===== src/ee_pkg.sv =====
// Shared constants and types for the two-wire page-write memory slave.
package ee_pkg;

  // ==========================================================================
  // Addressing and framing
  // ==========================================================================
  // Fixed four-bit device code carried in the top of the control byte.
  localparam logic [3:0] DEV_CODE = 4'ha;
  // Width of the word address for the 128-byte array.
  localparam int ADDR_W = 7;
  // Width of the in-page offset for the 16-byte page.
  localparam int PAGE_W = 4;
  // Bit count after the eighth data bit of a byte.
  localparam logic [3:0] BIT_LAST = 4'h8;
  // Bit count after the acknowledge clock of a byte.
  localparam logic [3:0] BIT_ACK = 4'h9;
  // Word address bit that selects the upper, protectable half.
  localparam int PROT_BIT = 6;
  // Address pointer value after reset.
  localparam logic [6:0] PTR_RST = 7'h00;

  // ==========================================================================
  // Write cycle timing
  // ==========================================================================
  // Self-timed write cycle length in microseconds.
  localparam int WRITE_TIME_US = 5;
  // Device clock rate in MHz.
  localparam int CLK_MHZ = 125;
  // Write cycle length in device clocks.
  localparam int WRITE_CYCLES_DEF = WRITE_TIME_US * CLK_MHZ;
  // Last step of the page buffer copy, two clocks per entry.
  localparam logic [4:0] COPY_LAST = 5'h1f;

  // ==========================================================================
  // Bus state machine
  // ==========================================================================
  typedef enum logic [5:0] {
    ST_IDLE  = 6'h01,
    ST_CTRL  = 6'h02,
    ST_ADDR  = 6'h04,
    ST_WDATA = 6'h08,
    ST_RDATA = 6'h10,
    ST_WAIT  = 6'h20
  } ee_state_t;

endpackage : ee_pkg


===== src/ee_mem_if.sv =====
// Port bundle between the controller and one byte-wide memory.
interface ee_mem_if #(
  parameter int AW = 7
);
  // Write strobe, address and data.
  logic we;
  logic [AW-1:0] waddr;
  logic [7:0] wdata;
  // Read address and registered read data.
  logic [AW-1:0] raddr;
  logic [7:0] rdata;

  modport ctrl (output we, output waddr, output wdata, output raddr, input rdata);
  modport mem (input we, input waddr, input wdata, input raddr, output rdata);
endinterface : ee_mem_if


===== src/ee_mem.sv =====
// Byte-wide memory with one write port and a registered read port.
module ee_mem #(
  parameter int AW = 7
) (
  // Clock.
  input wire logic clk,
  // Access port.
  ee_mem_if.mem bus
);

  // ==========================================================================
  // Storage
  // ==========================================================================
  // Array contents carry no reset, as in a real storage block.
  logic [7:0] store_reg [2**AW];

  // Write on the strobe and always present the addressed byte one clock later.
  always_ff @(posedge clk) begin
    if (bus.we) begin
      store_reg[bus.waddr] <= bus.wdata;
    end
    bus.rdata <= store_reg[bus.raddr];
  end

endmodule : ee_mem


===== src/ee_page_eeprom.sv =====
// Two-wire slave of a 128-byte memory with page buffer and write protect.
// ============================================================================
module ee_page_eeprom #(
  // Write cycle length in clocks; must be at least 32 so the copy completes.
  parameter int unsigned WRITE_CYCLES = ee_pkg::WRITE_CYCLES_DEF
) (
  // Clock and reset.
  input wire logic clk,
  input wire logic reset_n,
  // Two-wire bus; the data pin is open drain.
  input wire logic scl_pin,
  input wire logic sda_in,
  output logic sda_out,
  output logic sda_oe,
  // Strap pins.
  input wire logic chip_select_bit0,
  input wire logic chip_select_bit1,
  input wire logic chip_select_bit2,
  input wire logic write_protect_pin,
  // Status.
  output logic write_busy
);

  // ==========================================================================
  // Declarations
  // Synchroniser stages; the third stages exist only for edge detection.
  logic scl_s1_reg, scl_s2_reg, scl_s3_reg;
  logic sda_s1_reg, sda_s2_reg, sda_s3_reg;
  logic [3:0] pins_s1_reg, pins_s2_reg;
  // Bus events seen on the synchronised lines.
  logic scl_rise, scl_fall, bus_start, bus_stop;
  // Bit counter, receive shifter and the acknowledge seen from the master.
  logic [3:0] cnt_reg;
  logic [7:0] rx_reg;
  logic mack_reg;
  // Transmit shifter.
  logic [7:0] tx_reg;
  // Protocol state.
  ee_pkg::ee_state_t state_reg;
  // Shared address pointer.
  logic [6:0] ptr_reg;
  // Page buffer bookkeeping.
  logic [15:0] valid_reg;
  logic got_data_reg;
  // Write cycle control.
  logic busy_reg;
  logic copy_on_reg;
  logic [4:0] cstep_reg;
  logic [31:0] wc_cnt_reg;
  logic [2:0] page_reg;
  logic wp_lat_reg;
  // Decoded byte boundary events.
  logic byte_done, ack_done, ctrl_match, ack_now, prot_hit;
  // Memory ports.
  ee_mem_if #(.AW(ee_pkg::ADDR_W)) arr_if ();
  ee_mem_if #(.AW(ee_pkg::PAGE_W)) pbuf_if ();

  // ==========================================================================
  // Input synchronisers
  // Every pin passes two flops; the lines rest high, as with pull-ups.
  always_ff @(posedge clk) begin
    if (!reset_n) begin
      scl_s1_reg <= 1'b1;
      scl_s2_reg <= 1'b1;
      scl_s3_reg <= 1'b1;
      sda_s1_reg <= 1'b1;
      sda_s2_reg <= 1'b1;
      sda_s3_reg <= 1'b1;
      pins_s1_reg <= 4'h0;
      pins_s2_reg <= 4'h0;
    end else begin
      scl_s1_reg <= scl_pin;
      scl_s2_reg <= scl_s1_reg;
      scl_s3_reg <= scl_s2_reg;
      sda_s1_reg <= sda_in;
      sda_s2_reg <= sda_s1_reg;
      sda_s3_reg <= sda_s2_reg;
      pins_s1_reg <= {write_protect_pin, chip_select_bit2, chip_select_bit1, chip_select_bit0};
      pins_s2_reg <= pins_s1_reg;
    end
  end

  // Edges of the clock line, and data edges while the clock line is high.
  always_comb begin
    scl_rise = scl_s2_reg & ~scl_s3_reg;
    scl_fall = ~scl_s2_reg & scl_s3_reg;
    bus_start = scl_s2_reg & scl_s3_reg & sda_s3_reg & ~sda_s2_reg;
    bus_stop = scl_s2_reg & scl_s3_reg & ~sda_s3_reg & sda_s2_reg;
  end
  // Byte boundaries and the acknowledge decision.
  always_comb begin
    byte_done = scl_fall && (cnt_reg == ee_pkg::BIT_LAST);
    ack_done = scl_fall && (cnt_reg == ee_pkg::BIT_ACK);
    // A busy device stays silent so the master can poll for completion.
    ctrl_match = (rx_reg[7:4] == ee_pkg::DEV_CODE) && (rx_reg[3:1] == pins_s2_reg[2:0])
                 && !busy_reg;
    ack_now = 1'b0;
    unique case (state_reg)
      ee_pkg::ST_CTRL: ack_now = ctrl_match;
      ee_pkg::ST_ADDR: ack_now = 1'b1;
      ee_pkg::ST_WDATA: ack_now = 1'b1;
      ee_pkg::ST_IDLE, ee_pkg::ST_RDATA, ee_pkg::ST_WAIT: ack_now = 1'b0;
    endcase
    // Upper half is guarded only while the protect level was high.
    prot_hit = wp_lat_reg && page_reg[ee_pkg::PROT_BIT - 4];
  end

  // ==========================================================================
  // Bit counter and receive shifter
  // Data is sampled on the rising clock; the ninth rise samples the master's ack.
  always_ff @(posedge clk) begin
    if (!reset_n) begin
      cnt_reg <= 4'h0;
      rx_reg <= 8'h00;
      mack_reg <= 1'b0;
    end else if (bus_start || bus_stop) begin
      cnt_reg <= 4'h0;
    end else if (scl_rise) begin
      if (cnt_reg < ee_pkg::BIT_LAST) begin
        rx_reg <= {rx_reg[6:0], sda_s2_reg};
        cnt_reg <= cnt_reg + 4'h1;
      end else if (cnt_reg == ee_pkg::BIT_LAST) begin
        cnt_reg <= ee_pkg::BIT_ACK;
        mack_reg <= ~sda_s2_reg;
      end
    end else if (byte_done) begin
      // The ninth rise overwrites this preset; it samples the slave's own control ack, which lets the first read byte load.
      mack_reg <= 1'b1;
    end else if (ack_done) begin
      cnt_reg <= 4'h0;
    end
  end

  // ==========================================================================
  // Protocol state
  // A repeated Start simply restarts at the control byte, abandoning the write.
  always_ff @(posedge clk) begin
    if (!reset_n) begin
      state_reg <= ee_pkg::ST_IDLE;
    end else if (bus_start) begin
      state_reg <= ee_pkg::ST_CTRL;
    end else if (bus_stop) begin
      state_reg <= ee_pkg::ST_IDLE;
    end else if (byte_done) begin
      unique case (state_reg)
        ee_pkg::ST_CTRL: begin
          if (!ctrl_match) begin
            state_reg <= ee_pkg::ST_WAIT;
          end else if (rx_reg[0]) begin
            state_reg <= ee_pkg::ST_RDATA;
          end else begin
            state_reg <= ee_pkg::ST_ADDR;
          end
        end
        ee_pkg::ST_ADDR: state_reg <= ee_pkg::ST_WDATA;
        ee_pkg::ST_IDLE, ee_pkg::ST_WDATA, ee_pkg::ST_RDATA, ee_pkg::ST_WAIT: begin
          state_reg <= state_reg;
        end
      endcase
    end else if (ack_done && state_reg == ee_pkg::ST_RDATA && !mack_reg) begin
      // No ack from the master: stay off the bus until Stop or Start.
      state_reg <= ee_pkg::ST_WAIT;
    end
  end

  // ==========================================================================
  // Data line driver
  // Changes happen on the falling clock, except the release at Start or Stop, keeping data stable while high.
  always_ff @(posedge clk) begin
    if (!reset_n) begin
      sda_oe <= 1'b0;
      tx_reg <= 8'h00;
    end else if (bus_start || bus_stop) begin
      sda_oe <= 1'b0;
    end else if (byte_done) begin
      sda_oe <= ack_now;
    end else if (ack_done) begin
      if (state_reg == ee_pkg::ST_RDATA && mack_reg) begin
        tx_reg <= arr_if.rdata;
        sda_oe <= ~arr_if.rdata[7];
      end else begin
        sda_oe <= 1'b0;
      end
    end else if (scl_fall && state_reg == ee_pkg::ST_RDATA && cnt_reg != 4'h0) begin
      tx_reg <= {tx_reg[6:0], 1'b0};
      sda_oe <= ~tx_reg[6];
    end
  end

  // The pin is only ever pulled low; the bus pull-up makes the ones.
  always_ff @(posedge clk) begin
    if (!reset_n) begin
      sda_out <= 1'b0;
      write_busy <= 1'b0;
    end else begin
      sda_out <= 1'b0;
      write_busy <= busy_reg;
    end
  end

  // ==========================================================================
  // Address pointer
  // Writes step within the page; reads step over the whole array.
  always_ff @(posedge clk) begin
    if (!reset_n) begin
      ptr_reg <= ee_pkg::PTR_RST;
    end else if (byte_done && state_reg == ee_pkg::ST_ADDR) begin
      ptr_reg <= rx_reg[6:0];
    end else if (byte_done && state_reg == ee_pkg::ST_WDATA) begin
      ptr_reg <= {ptr_reg[6:4], ptr_reg[3:0] + 4'h1};
    end else if (ack_done && state_reg == ee_pkg::ST_RDATA && mack_reg) begin
      // A 7-bit add wraps from the top byte to zero by itself.
      ptr_reg <= ptr_reg + 7'h01;
    end
  end

  // ==========================================================================
  // Page buffer
  // Only marked entries are copied, so a short write leaves the page intact.
  always_ff @(posedge clk) begin
    if (!reset_n) begin
      valid_reg <= 16'h0000;
      got_data_reg <= 1'b0;
    end else if (byte_done && state_reg == ee_pkg::ST_ADDR) begin
      valid_reg <= 16'h0000;
      got_data_reg <= 1'b0;
    end else if (byte_done && state_reg == ee_pkg::ST_WDATA) begin
      // A seventeenth byte lands on the first entry again, oldest first.
      valid_reg[ptr_reg[3:0]] <= 1'b1;
      got_data_reg <= 1'b1;
    end
  end

  always_comb begin
    pbuf_if.we = byte_done && (state_reg == ee_pkg::ST_WDATA);
    pbuf_if.waddr = ptr_reg[3:0];
    pbuf_if.wdata = rx_reg;
    pbuf_if.raddr = cstep_reg[4:1];
  end

  // ==========================================================================
  // Self-timed write cycle
  // The copy takes two clocks per entry; the cycle always runs its full length,
  // even when protection suppressed every store.
  always_ff @(posedge clk) begin
    if (!reset_n) begin
      busy_reg <= 1'b0;
      copy_on_reg <= 1'b0;
      cstep_reg <= 5'h00;
      wc_cnt_reg <= 32'h0000_0000;
      page_reg <= 3'h0;
      wp_lat_reg <= 1'b0;
    end else if (bus_stop && state_reg == ee_pkg::ST_WDATA && got_data_reg && !busy_reg) begin
      busy_reg <= 1'b1;
      copy_on_reg <= 1'b1;
      cstep_reg <= 5'h00;
      wc_cnt_reg <= 32'h0000_0000;
      page_reg <= ptr_reg[6:4];
      wp_lat_reg <= pins_s2_reg[3];
    end else if (busy_reg) begin
      wc_cnt_reg <= wc_cnt_reg + 32'h0000_0001;
      if (cstep_reg == ee_pkg::COPY_LAST) begin
        copy_on_reg <= 1'b0;
      end else begin
        cstep_reg <= cstep_reg + 5'h01;
      end
      if (wc_cnt_reg == 32'(WRITE_CYCLES - 1)) begin
        busy_reg <= 1'b0;
      end
    end
  end
  // Array port: buffered data is read on the even step and stored on the odd.
  always_comb begin
    arr_if.we = busy_reg && copy_on_reg && cstep_reg[0] && valid_reg[cstep_reg[4:1]]
                && !prot_hit;
    arr_if.waddr = {page_reg, cstep_reg[4:1]};
    arr_if.wdata = pbuf_if.rdata;
    arr_if.raddr = ptr_reg;
  end

  // ==========================================================================
  // Memories
  ee_mem #(.AW(ee_pkg::ADDR_W)) u_array (.clk(clk), .bus(arr_if.mem));
  ee_mem #(.AW(ee_pkg::PAGE_W)) u_page_buf (.clk(clk), .bus(pbuf_if.mem));
endmodule : ee_page_eeprom


===== config.mk =====
export PLATFORM = sky130hd
export DESIGN_NAME = ee_page_eeprom
export DESIGN_NICKNAME = d
export VERILOG_FILES = /design/src/ee_pkg.sv /design/src/ee_mem_if.sv /design/src/ee_mem.sv /design/src/ee_page_eeprom.sv
export SDC_FILE = /design/constraint.sdc
export NUM_CORES = 1
export LEC_CHECK = 0
export BUFFER_PORTS_ARGS = -buffer_cell sky130_fd_sc_hd__buf_4
export CORE_ASPECT_RATIO = 0.7
export CORE_MARGIN = 4
export CORE_UTILIZATION = 50
export CTS_CLUSTER_DIAMETER = 50
export DETAILED_ROUTE_END_ITERATION = 8
export HOLD_SLACK_MARGIN = 0.08
export PLACE_DENSITY = 0.74
export SLEW_MARGIN = 10
export SYNTH_ARGS = -nofsm -noshare
export SYNTH_HDL_FRONTEND = slang
export SYNTH_HIERARCHICAL = 1
export SYNTH_SLANG_ARGS = --single-unit

===== constraint.sdc =====
create_clock -name clk -period 4.7 [get_ports clk]
set_input_delay 0.235 -clock clk [delete_from_list [all_inputs] [get_ports clk]]
set_output_delay 0.235 -clock clk [all_outputs]
set_load 0.05 [all_outputs]

Yosys cells after proc, flatten, opt, wreduce, memory -nomap -nowiden --
Memories as Yosys holds them, arrays and structs flattened. A register that Yosys moved wholly into a read port is not among the register bits. Cells that the tools add are included.
Cells by class: bitwise logic cells 18, reduce and logical (&&, ||, !) cells 52, equality and inequality tests 20, div/mod/pow operators 0, $mul 0, shift-type cells 0, add/subtract/negate cells 5, mux-type cells 41, $lt $le $gt $ge 4
Operator list (number):
- 7-bit 2-to-1 mux | 6
- 32-bit by 1-bit adder with 32-bit output, second input constant | 1
- 32-bit by 10-bit equality test with 1-bit output, second input constant | 1
- 1-bit logical AND | 21
- 1-bit 2-to-1 mux | 20
- 4-bit 2-to-1 mux | 5
- 6-bit 2-to-1 mux | 3
- 16-bit OR | 1
- 2-bit nonzero test | 7
- 4-bit equality test, second input constant | 3
- 6-bit case mux with 2 select lines | 1
- 4-bit by 5-bit less-than comparator with 1-bit output, second input constant | 2
- 1-bit inverter | 10
- 2-bit AND reduction | 5
- 4-bit by 1-bit adder with 4-bit output, second input constant | 2
- 4-bit AND reduction | 2
- 4-bit nonzero test | 2
- 2-bit OR reduction | 4
- 7-bit by 1-bit adder with 7-bit output, second input constant | 1
- 1-bit AND | 7
- 6-bit by 1-bit equality test with 1-bit output, second input constant | 1
- 6-bit by 2-bit equality test with 1-bit output, second input constant | 1
- 6-bit by 3-bit equality test with 1-bit output, second input constant | 1
- 6-bit by 4-bit equality test with 1-bit output, second input constant | 1
- other kinds (22) | 32
Word-level totals: bits of input ports 8, output and inout bits 3, word-level logic and storage cells 168, memories 2, bits in writable memories 1152, memory bits (read-only) 0, bits in latches 0, bits in registers 109
Memory list:
- u_array.store_reg | words 128, bits a word 8, rd ports 1, clocked after Yosys merged registers in 1, wr ports 1, RTL line ee_mem.sv:15 | logic [7:0] store_reg [2**AW];
- u_page_buf.store_reg | words 16, bits a word 8, rd ports 1, clocked after Yosys merged registers in 1, wr ports 1, RTL line ee_mem.sv:15

Logic depth before layout (Yosys ltp) --
Gate-level depths: netlist of the first run.
depth after elaboration 9, mapped depth 9, mapped depth without buffers 7

Modules after synthesis --
Netlist of the first run, hierarchy kept.
Modules (own cells, without submodules):
- ee_mem at u_array | area an instance 39665.5 sq um, sequential area each 30909.6 sq um, instances 1, cells each 1635
- ee_mem at u_page_buf | area an instance 5147.4 sq um, sequential area each 4003.8 sq um, instances 1, cells each 229
- ee_page_eeprom | area an instance 5118.7 sq um, sequential area each 2182.1 sq um, instances 1, cells each 574

Least setup slack after synthesis of the first run --
Ideal clock, no wire load.
path type reg2reg, start point reg cstep_reg[1], end point mem u_array.store_reg[110][0] (enable), setup time 285 ps, path buffers 3, slack 1655 ps, data arrival time 2759 ps, period minus slack after synthesis 3045 ps, data required time 4415 ps, cell stages (with the launch flop) 10, cells stage by stage dfxtp_1 clkbuf_1 mux4_2 mux4_2 and3_1 clkbuf_1 nor2b_1 nand3_1 clkbuf_1 nor2_1
Between the ends: cells in the longest elaborated chain, start to end 6
Ends and longest elaborated chain:
- from (decl) | RTL line ee_page_eeprom.sv:48 | logic [4:0] cstep_reg;
- from (signal assigned) | RTL line ee_page_eeprom.sv:265 | cstep_reg <= cstep_reg + 5'h01;
- 1-bit binary-select mux with 4-bit select | RTL line ee_page_eeprom.sv:274 | arr_if.we = busy_reg && copy_on_reg && cstep_reg[0] && valid_reg[cstep_reg[4:1]]
- 1-bit 2-to-1 mux (not written as such) | RTL line ee_page_eeprom.sv:274
- 1-bit logical AND | RTL line ee_page_eeprom.sv:274
- 1-bit logical AND | RTL line ee_page_eeprom.sv:275 | && !prot_hit;
- named net arr_if.we | RTL line ee_mem_if.sv:6 | logic we;
- 1-bit 2-to-1 mux | RTL line ee_mem.sv:19 | if (bus.we) begin
- 1-bit 2-to-1 mux (not written as such) | RTL line ee_mem.sv:20 | store_reg[bus.waddr] <= bus.wdata;
- to (decl) | RTL line ee_mem.sv:15
The timed path passes the listed nets, and every way through them passes these cells. The select of a mux whose other input is x is not followed.

Worst setup path in the final report of the first run --
start point reg cstep_reg[1], end point mem u_array.store_reg[118][4] (enable)
Same word-level chain as after synthesis.

==> impl_metrics.env, run 1 <==
export IMPL_status="finished clean"
export IMPL_place_congestion=0.893
export IMPL_dpl_hpwl_um=69300
export IMPL_post_cts_resized=0
export IMPL_dp_slack_ns=0.705
export IMPL_synth_ff_type="edfxtp_1"
export IMPL_finalNetCount=2532
export IMPL_synth_compound_area_share_pct=1.30
export IMPL_fin_crit_ns=3.99
export IMPL_vias_per_cell=6.39
export IMPL_fillers=7045
export IMPL_cp_data_required_time_ns=5.02
export IMPL_die_area_um2=105000
export IMPL_worst_clock_skew_ns=0.0232
export IMPL_power_density_nw_per_um2=390
export IMPL_grt_ovfl_total=0
export IMPL_synth_most_common_cell="edfxtp_1"
export IMPL_drtIter0Drc=3573
export IMPL_htree_levels=3
export IMPL_drt_first_pass_iters=6
export IMPL_cts_root_buf="clkbuf_16"
export IMPL_yosys_area_share_simple_pct=4.59
export IMPL_placementRows=96
export IMPL_ys_seq_elements=1277
export IMPL_synthDistinctLibCells=67
export IMPL_timing_fmax_mhz=250
export IMPL_synthTopCellsByArea="edfxtp_1 69%, mux4_2 16%, dfxtp_1 5.0%"
export IMPL_cts_setup_buffers=0
export IMPL_synth_xor_area_share_pct=0.702
export IMPL_syn_inst=2438
export IMPL_area_growth_pct=11.4
export IMPL_worst_ep_arrival_time_ns=4.31
export IMPL_cts_sinks=1277
export IMPL_antenna_found_initial=6
export IMPL_cts_made_buffers=112
export IMPL_fp_coreArea_um2=98500
export IMPL_synth_top_family_by_area="multiplexers"
export IMPL_ant_nets=0
export IMPL_fp_dieW_um=386
export IMPL_portBuffers=9
export IMPL_io_pins=11
export IMPL_clk_latency_ns=0.71
export IMPL_vdd_drop_max_uv=302
export IMPL_start_util_pct=50.7
export IMPL_cts_tree="done"
export IMPL_cts_buffer_depth=3
export IMPL_totalWireLength_um=111000
export IMPL_track_usage_pct=21.7
export IMPL_endpoint_kind="flop"
export IMPL_async_reset_ff_share_pct=0
export IMPL_fin_crit_sh_pct=84.9
export IMPL_slew_violations=0
export IMPL_drc_errors=0
export IMPL_setup_viol=0
export IMPL_die_h_um=272
export IMPL_p_leak_nw=16.7
export IMPL_syn_avg_cell_area_um2=20.5
export IMPL_hold_viol=0
export IMPL_grt_pass1_wl_um=168000
export IMPL_critPathLaunchType="flop"
export IMPL_hold_class="flop to flop"
export IMPL_worstPathMaxFanout=24
export IMPL_synth_common_cells="1152 x edfxtp_1, 359 x mux4_2, 222 x nor2_1, 125 x dfxtp_1, 69 x nand2_1"
export IMPL_tightest_slew_ns=1.19
export IMPL_synth_nets=2457
export IMPL_synth_adder_area_share_pct=0.276
export IMPL_avgRoutedWirePerCell_um=28.3
export IMPL_synth_edf_count=1152
export IMPL_synth_seq_area_share_pct=74.3
export IMPL_setup_ws_ns=0.708
export IMPL_largest_reg_flops=1024
export IMPL_yosysWarnings=6
export IMPL_grt_pass1_vias=24458
export IMPL_num_vias=25139
export IMPL_grt_start_max_net_pins=97
export IMPL_synth_area_leader_cell="edfxtp_1"
export IMPL_hold_ws_ns=0.414
export IMPL_synth_top_cell_area_share_pct=69.3
export IMPL_clk_pin_slew_worst_paths_ns=0.07
export IMPL_final_layout_size_suffix_gt1_share_pct=25.1
export IMPL_maxSlewHeadroom_pct=20.3
export IMPL_synth_area_mux_share_pct=17.4
export IMPL_rsz0062_at_grt="no"
export IMPL_synthesis_area_um2=49900
export IMPL_fin_setup_tns_ns=0
export IMPL_worst_setup_path_type="flop to flop"
export IMPL_cap_violations=0
[logic make-up (layout without fill, tap and decap cells)]
family | Yosys count | count (layout)
flops | 1277 | 1277
simple gates | 478 | 478
mux | 397 | 397
buf+inv | 142 | 312
compound gates | 92 | 92
xor+xnor | 40 | 40
fa+ha+maj | 11 | 11
other cells | 1 | 2
[area by class of cell]
type | count | area, um^2 | share of cell area, %
antenna | 1 | 2.50 | 0.00450
clock buffer | 132 | 2920 | 5.25
clock inverter | 77 | 862 | 1.55
inverter | 14 | 52.6 | 0.0945
multi-input combinational | 1019 | 12200 | 21.9
sequential | 1277 | 37100 | 66.8
tap | 1323 | 1660 | 2.98
timing repair buffer | 89 | 826 | 1.48
[worst paths after layout]
kind                              startpoint                         to  slack, ns  cells past startpoint
worst min-delay path              scl_s1_reg                 scl_s2_reg       0.41                      1
worst max-delay path            cstep_reg[1]  u_array/store_reg[118][4]       0.71                      7
worst min register to register    scl_s1_reg                 scl_s2_reg       0.41                      1
worst max register to register  cstep_reg[1]  u_array/store_reg[118][4]       0.71                      7
[through the flow]
stage	utilization, %	total power [mW]	cells	instance area, um^2
2_1_floorplan	-	12.5	2438	49900
3_3_place_gp	52.5	12.5	3709	51700
3_5_place_dp	52.5	12.5	3709	51700
4_1_cts	56.5	21.8	3931	55600
5_1_grt	56.5	22.4	3931	55600
6_report	56.5	21.7	3932	55600
[critical path, cell delays in order, from the launching register on]
cell and delay (ns):
dfxtp_2 0.68, mux4_2 0.35, mux4_2 0.27, and3_1 0.30
nor2b_1 0.30, nand3_1 0.53, buf_4 0.41, nor2_1 0.74
[power by group]
part           leakage (nW)  switching, mW  internal, mW
clock network          1.84           4.05          5.39
logic                  3.42         0.0336        0.0228
registers              11.4        0.00849          12.2
[cells in the final DEF (no fill, tap or decap), drive strengths merged, types with 3 or more instances in the layout]
cell	count
o21ai	8
o22ai	4
nand2	70
xor2	20
nor2b	18
a22oi	17
xnor2	20
buf	76
nand3	31
dfxtp	125
a211oi	5
and4	7
and3b	3
nor3b	3
mux2i	14
edfxtp	1152
clkbuf	132
mux4	373
a22o	4
clkinvlp	8
nand2b	19
and2	14
nor2	224
ha	11
and3	10
nor4	14
or4	3
nor3	25
a21boi	3
o32ai	3
mux2	10
nand3b	4
nand4	20
clkinv	46
inv	20
bufinv	17
a21oi	28
or2	4
a311oi	6
dlygate4sd3	13
[metal layers]
metal  global-route usage, %  vias to the layer above  part of all wire [%]
li1                        -                    10161                     -
met1                    35.0                    13219                    42
met2                    30.1                     1603                    44
met3                    5.42                      154                    13
met4                    4.50                        2                   1.9
met5                       0                        -                 0.012
[timing repair]
action,CTS,global route
setup endpoints to repair,0,0
hold endpoints to repair,25,0
hold buffers,13,0
Note: power is estimated with default switching activity, not from simulation.
==> run 2: changes to the inputs <==
==> constraint.sdc (replaced) <==
create_clock -name clk -period 3.8 [get_ports clk]
set_input_delay 0.19 -clock clk [delete_from_list [all_inputs] [get_ports clk]]
set_output_delay 0.19 -clock clk [all_outputs]
set_load 0.05 [all_outputs]
==> run 2 against run 1 <==
Count of clock-buffer cells in the layout is 17 higher; wire length is 3.3% higher; hold slack worse by 0.030 ns; critical path depth stayed put; first-iteration DRC count is 3.0% higher; maximum frequency is 21% higher; die area stayed put; final area is 0.17% higher; register-to-register slack worse by 0.22 ns; clock skew is 0.0081 ns higher.
==> impl_metrics.env, run 2 (same netlist as run 1, synthesis figures left out) <==
export IMPL_hold_class="primary input to flop"
export IMPL_cts_root_buf="clkbuf_16"
export IMPL_largest_reg_flops=1024
export IMPL_ant_nets=0
export IMPL_power_density_nw_per_um2=473
export IMPL_crit_buf_inv=2
export IMPL_cts_sinks=1277
export IMPL_maxSlewHeadroom_pct=18.5
export IMPL_clk_pin_slew_worst_paths_ns=0.07
export IMPL_worst_ep_arrival_time_ns=3.65
export IMPL_place_area_um2=51900
export IMPL_grt_pass1_vias=24666
export IMPL_slowest_stage="nor2_1"
export IMPL_start_util_pct=50.7
export IMPL_critPathLaunchType="flop"
export IMPL_final_common_cell="edfxtp_1"
export IMPL_num_vias=25331
export IMPL_fp_coreArea_um2=98500
export IMPL_worst_setup_path_type="flop to flop"
export IMPL_cts_setup_buffers=0
export IMPL_portBuffers=9
export IMPL_drc_errors=0
export IMPL_fillers=7065
export IMPL_fp_dieW_um=386
export IMPL_place_congestion=0.897
export IMPL_die_h_um=272
export IMPL_multi_input_area_um2=12100
export IMPL_finalNetCount=2552
export IMPL_dp_slack_ns=0.498
export IMPL_drt_first_pass_iters=5
export IMPL_setup_ws_ns=0.490
export IMPL_slowest_delay_ns=0.68
export IMPL_final_layout_size_suffix_gt1_share_pct=25.2
export IMPL_setup_viol=0
export IMPL_totalWireLength_um=115000
export IMPL_drtIter0Drc=3681
export IMPL_cp_data_required_time_ns=4.14
export IMPL_fin_crit_sh_pct=87.1
export IMPL_fin_total_pwr_mw=26.4
export IMPL_cts_buffer_depth=3
export IMPL_cap_violations=0
export IMPL_worst_clock_skew_ns=0.0313
export IMPL_worstPathMaxFanout=8
export IMPL_htree_levels=3
export IMPL_avgRoutedWirePerCell_um=29.1
export IMPL_diodes=0
export IMPL_mostFrequentLayoutCells="1152 x edfxtp_1, 359 x mux4_2, 222 x nor2_1, 117 x clkbuf_16, 110 x dfxtp_1"
export IMPL_clk_latency_ns=0.73
export IMPL_grt_start_max_net_pins=129
export IMPL_vias_per_cell=6.41
export IMPL_slew_violations=0
export IMPL_timing_fmax_mhz=302
export IMPL_area_growth_pct=11.6
export IMPL_endpoint_kind="flop"
export IMPL_grt_ovfl_total=0
export IMPL_tightest_slew_ns=1.22
export IMPL_io_pins=11
export IMPL_final_area_um2=55700
export IMPL_cts_tree="done"
export IMPL_cts_made_buffers=115
export IMPL_placementRows=96
export IMPL_regArea_um2=37100
export IMPL_worst_path_dominant_cell_family="simple AND/OR/NAND/NOR gates"
export IMPL_status="finished clean"
export IMPL_track_usage_pct=22.0
export IMPL_fin_crit_ns=3.31
export IMPL_hold_viol=0
export IMPL_fin_setup_tns_ns=0
export IMPL_die_area_um2=105000
export IMPL_grt_pass1_wl_um=170000
export IMPL_cp_cell_sequence="mux4_2 > mux4_2 > and3_1 > buf_4 > nand3_1 > buf_4 > nor2_1"
export IMPL_vdd_drop_max_uv=426
export IMPL_dpl_hpwl_um=71300
export IMPL_rsz0062_at_grt="no"
export IMPL_p_leak_nw=16.7
export IMPL_antenna_found_initial=6
run 2: cell types whose count changed in the layout (fill, tap and decap cells not counted), moves of 4 or more:
cell,before,now
clkbuf_1,17,26
buf_12,10,17
clkbuf_16,113,117
clkinv_8,0,4
bufinv_16,17,6
buf_4,66,74
run 2: through the flow:
step,std cells,hold WS [ns],utilization (%)
finish,3952,0.384,56.6
detailed placement,3723,0.383,52.7
global route,3952,0.373,56.6
global placement,3723,0.386,52.7
CTS,3949,0.335,56.5
floorplan,2438,0.291,-
run 2: per-layer routing:
metal / vias up / share of wire, % / global-route usage (%)
met3: 191 / 13 / 6.53
met4: 2 / 2.3 / 5.31
met1: 13243 / 40 / 33.9
met2: 1686 / 44 / 31.3
li1: 10209 / - / -
met5: - / 0.012 / 0
run 2: final timing paths:
| path | slack (ns) | cells after the start | startpoint | endpoint |
|---|---|---|---|---|
| hold reg to reg | 0.42 | 1 | scl_s1_reg | scl_s2_reg |
| setup reg to reg | 0.49 | 7 | cstep_reg[1] | u_array/store_reg[123][5] |
| setup / recovery | 0.49 | 7 | cstep_reg[1] | u_array/store_reg[123][5] |
| hold / removal | 0.38 | 3 | reset_n | scl_s2_reg |
run 2: power breakdown:
part,total (mW),switching (mW),internal (mW),leakage [nW]
logic,0.0679,0.0397,0.0282,3.54
registers,15.1,0.0109,15.1,11.4
clock network,11.2,5.06,6.16,1.77
run 2: tightest hold or removal path, delay by kind of cell:
family,cells,cell delay [ns]
and+or+nand+nor,1,0.10
buffers and inverters,2,0.77
run 2: final cells by class:
type	instances	share of cell area (%)
Sequential cell	1277	66.7
Multi-Input combinational cell	1019	21.8
Clock buffer	149	5.54
Tap cell	1323	2.97
Timing Repair Buffer	106	1.94
Clock inverter	64	0.973
Inverter	14	0.0943
run 2: timing repair:
action	CTS	global route
hold buffers	13	0
endpoints found under the setup margin	0	0
gates resized for setup	0	0
endpoints found under the hold margin	25	0
==> run 3: changes to the inputs <==
--- a/config.mk
+++ b/config.mk
@@ -9,10 +9,12 @@
 export CORE_ASPECT_RATIO = 0.7
 export CORE_MARGIN = 4
 export CORE_UTILIZATION = 50
+export CTS_BUF_LIST = sky130_fd_sc_hd__clkbuf_16
 export CTS_CLUSTER_DIAMETER = 50
 export DETAILED_ROUTE_END_ITERATION = 8
 export HOLD_SLACK_MARGIN = 0.08
 export PLACE_DENSITY = 0.74
+export SETUP_SLACK_MARGIN = 0.5
 export SLEW_MARGIN = 10
 export SYNTH_ARGS = -nofsm -noshare
 export SYNTH_HDL_FRONTEND = slang
==> run 3 against run 2 <==
Highest routed layer unchanged; non-clock buffer count up 1; critical path type unchanged; sequential cell count is the same; core utilization grew 0.075 points; critical endpoint is now u_array/store_reg[69][7].
==> impl_metrics.env, run 3 (same netlist as run 1, synthesis figures left out) <==
export IMPL_cts_made_buffers=115
export IMPL_grt_start_max_net_pins=129
export IMPL_largest_reg_flops=1024
export IMPL_slew_violations=0
export IMPL_worst_ep_arrival_time_ns=3.58
export IMPL_critPathLaunchType="flop"
export IMPL_place_area_um2=51900
export IMPL_grt_ovfl_total=0
export IMPL_setup_viol=0
export IMPL_num_vias=25231
export IMPL_area_growth_pct=11.7
export IMPL_p_leak_nw=16.8
export IMPL_hold_class="primary input to flop"
export IMPL_endpoint_kind="flop"
export IMPL_totalWireLength_um=115000
export IMPL_vdd_drop_max_uv=425
export IMPL_vias_per_cell=6.38
export IMPL_start_util_pct=50.7
export IMPL_fin_setup_tns_ns=0
export IMPL_mostFrequentLayoutCells="1152 x edfxtp_1, 359 x mux4_2, 193 x nor2_1, 117 x clkbuf_16, 110 x dfxtp_1"
export IMPL_cts_tree="done"
export IMPL_cap_violations=0
export IMPL_fp_coreArea_um2=98500
export IMPL_instances_no_fill=3954
export IMPL_avgRoutedWirePerCell_um=29.1
export IMPL_cts_root_buf="clkbuf_16"
export IMPL_cts_sinks=1277
export IMPL_final_layout_size_suffix_gt1_share_pct=26.2
export IMPL_drtIter0Drc=3619
export IMPL_clk_pin_slew_worst_paths_ns=0.06
export IMPL_tightest_slew_ns=1.18
export IMPL_fin_crit_ns=3.25
export IMPL_maxSlewHeadroom_pct=20.9
export IMPL_placementRows=96
export IMPL_track_usage_pct=22.0
export IMPL_clk_latency_ns=0.72
export IMPL_rsz0062_at_grt="yes"
export IMPL_worstPathMaxFanout=9
export IMPL_fin_crit_sh_pct=85.6
export IMPL_hold_viol=0
export IMPL_timing_fmax_mhz=307
export IMPL_final_area_um2=55800
export IMPL_worst_setup_path_type="flop to flop"
export IMPL_finalNetCount=2553
export IMPL_die_h_um=272
export IMPL_grt_pass1_vias=24677
export IMPL_final_common_cell="edfxtp_1"
export IMPL_dp_cells=3723
export IMPL_portBuffers=9
export IMPL_drc_errors=0
export IMPL_drt_first_pass_iters=6
export IMPL_cts_buffer_depth=3
export IMPL_cp_data_required_time_ns=4.12
export IMPL_htree_levels=3
export IMPL_power_density_nw_per_um2=470
export IMPL_fp_dieW_um=386
export IMPL_grt_pass1_wl_um=170000
export IMPL_worst_clock_skew_ns=0.0330
export IMPL_dpl_hpwl_um=71300
export IMPL_antenna_found_initial=5
export IMPL_die_area_um2=105000
export IMPL_ant_nets=0
export IMPL_place_congestion=0.897
export IMPL_status="finished clean"
export IMPL_io_pins=11
run 3: what timing repair did:
| action | 4_1_cts | 5_1_grt |
|---|---|---|
| buffers inserted | 0 | 1 |
| cloned | 0 | 0 |
| hold endpoints to repair | 25 | 0 |
| resized for setup | 1 | 30 |
| setup endpoints to repair | 1 | 230 |
| pin swaps | 0 | 0 |
| hold buffers | 13 | 0 |
run 3: where the power goes:
part | total [mW] | switching [mW] | internal, mW
sequential | 15.1 | 0.0111 | 15.1
clock | 11.1 | 5.06 | 6.01
combinational | 0.0679 | 0.0397 | 0.0282
total | 26.2 | 5.11 | 21.1
run 3: area by class of cell:
cell class / instances / area, um^2
fill: 7072 / 42700
multi-input combinational: 1019 / 12200
clock buffer: 117 / 2930
sequential: 1277 / 37100
clock inverter: 96 / 662
antenna: 1 / 2.50
timing repair buffer: 107 / 1120
tap: 1323 / 1660
inverter: 14 / 52.6
run 3: critical path, cell delays in order (launching register included):
cell,delay [ns]
dfxtp_2,0.39
mux4_2,0.38
mux4_2,0.23
and3_1,0.27
buf_4,0.19
nand3_1,0.16
buf_4,0.32
nor2_1,0.93
run 3: stage by stage:
stage | hold slack [ns] | setup slack (ns) | total power [mW] | utilization [%]
3_5_place_dp | 0.383 | 0.498 | 15.4 | 52.7
4_1_cts | 0.335 | 0.550 | 26.4 | 56.4
5_1_grt | 0.372 | 0.478 | 27.0 | 56.6
3_3_place_gp | 0.386 | 0.499 | 15.4 | 52.7
2_1_floorplan | 0.291 | 0.755 | 15.4 | -
6_report | 0.387 | 0.546 | 26.2 | 56.6
run 3: final timing paths:
| kind | slack [ns] | start | end | cells past startpoint |
|---|---|---|---|---|
| setup / recovery | 0.55 | cstep_reg[1] | u_array/store_reg[69][7] | 7 |
| hold / removal | 0.39 | reset_n | scl_s3_reg | 3 |
| hold reg to reg | 0.42 | scl_s1_reg | scl_s2_reg | 1 |
| setup reg to reg | 0.55 | cstep_reg[1] | u_array/store_reg[69][7] | 7 |
run 3: routing by layer:
layer  global-route usage (%)  share of wire [%]
met5                        0              0.013
met4                     5.31                2.2
met3                     6.53                 12
met2                     31.2                 45
met1                     33.9                 41
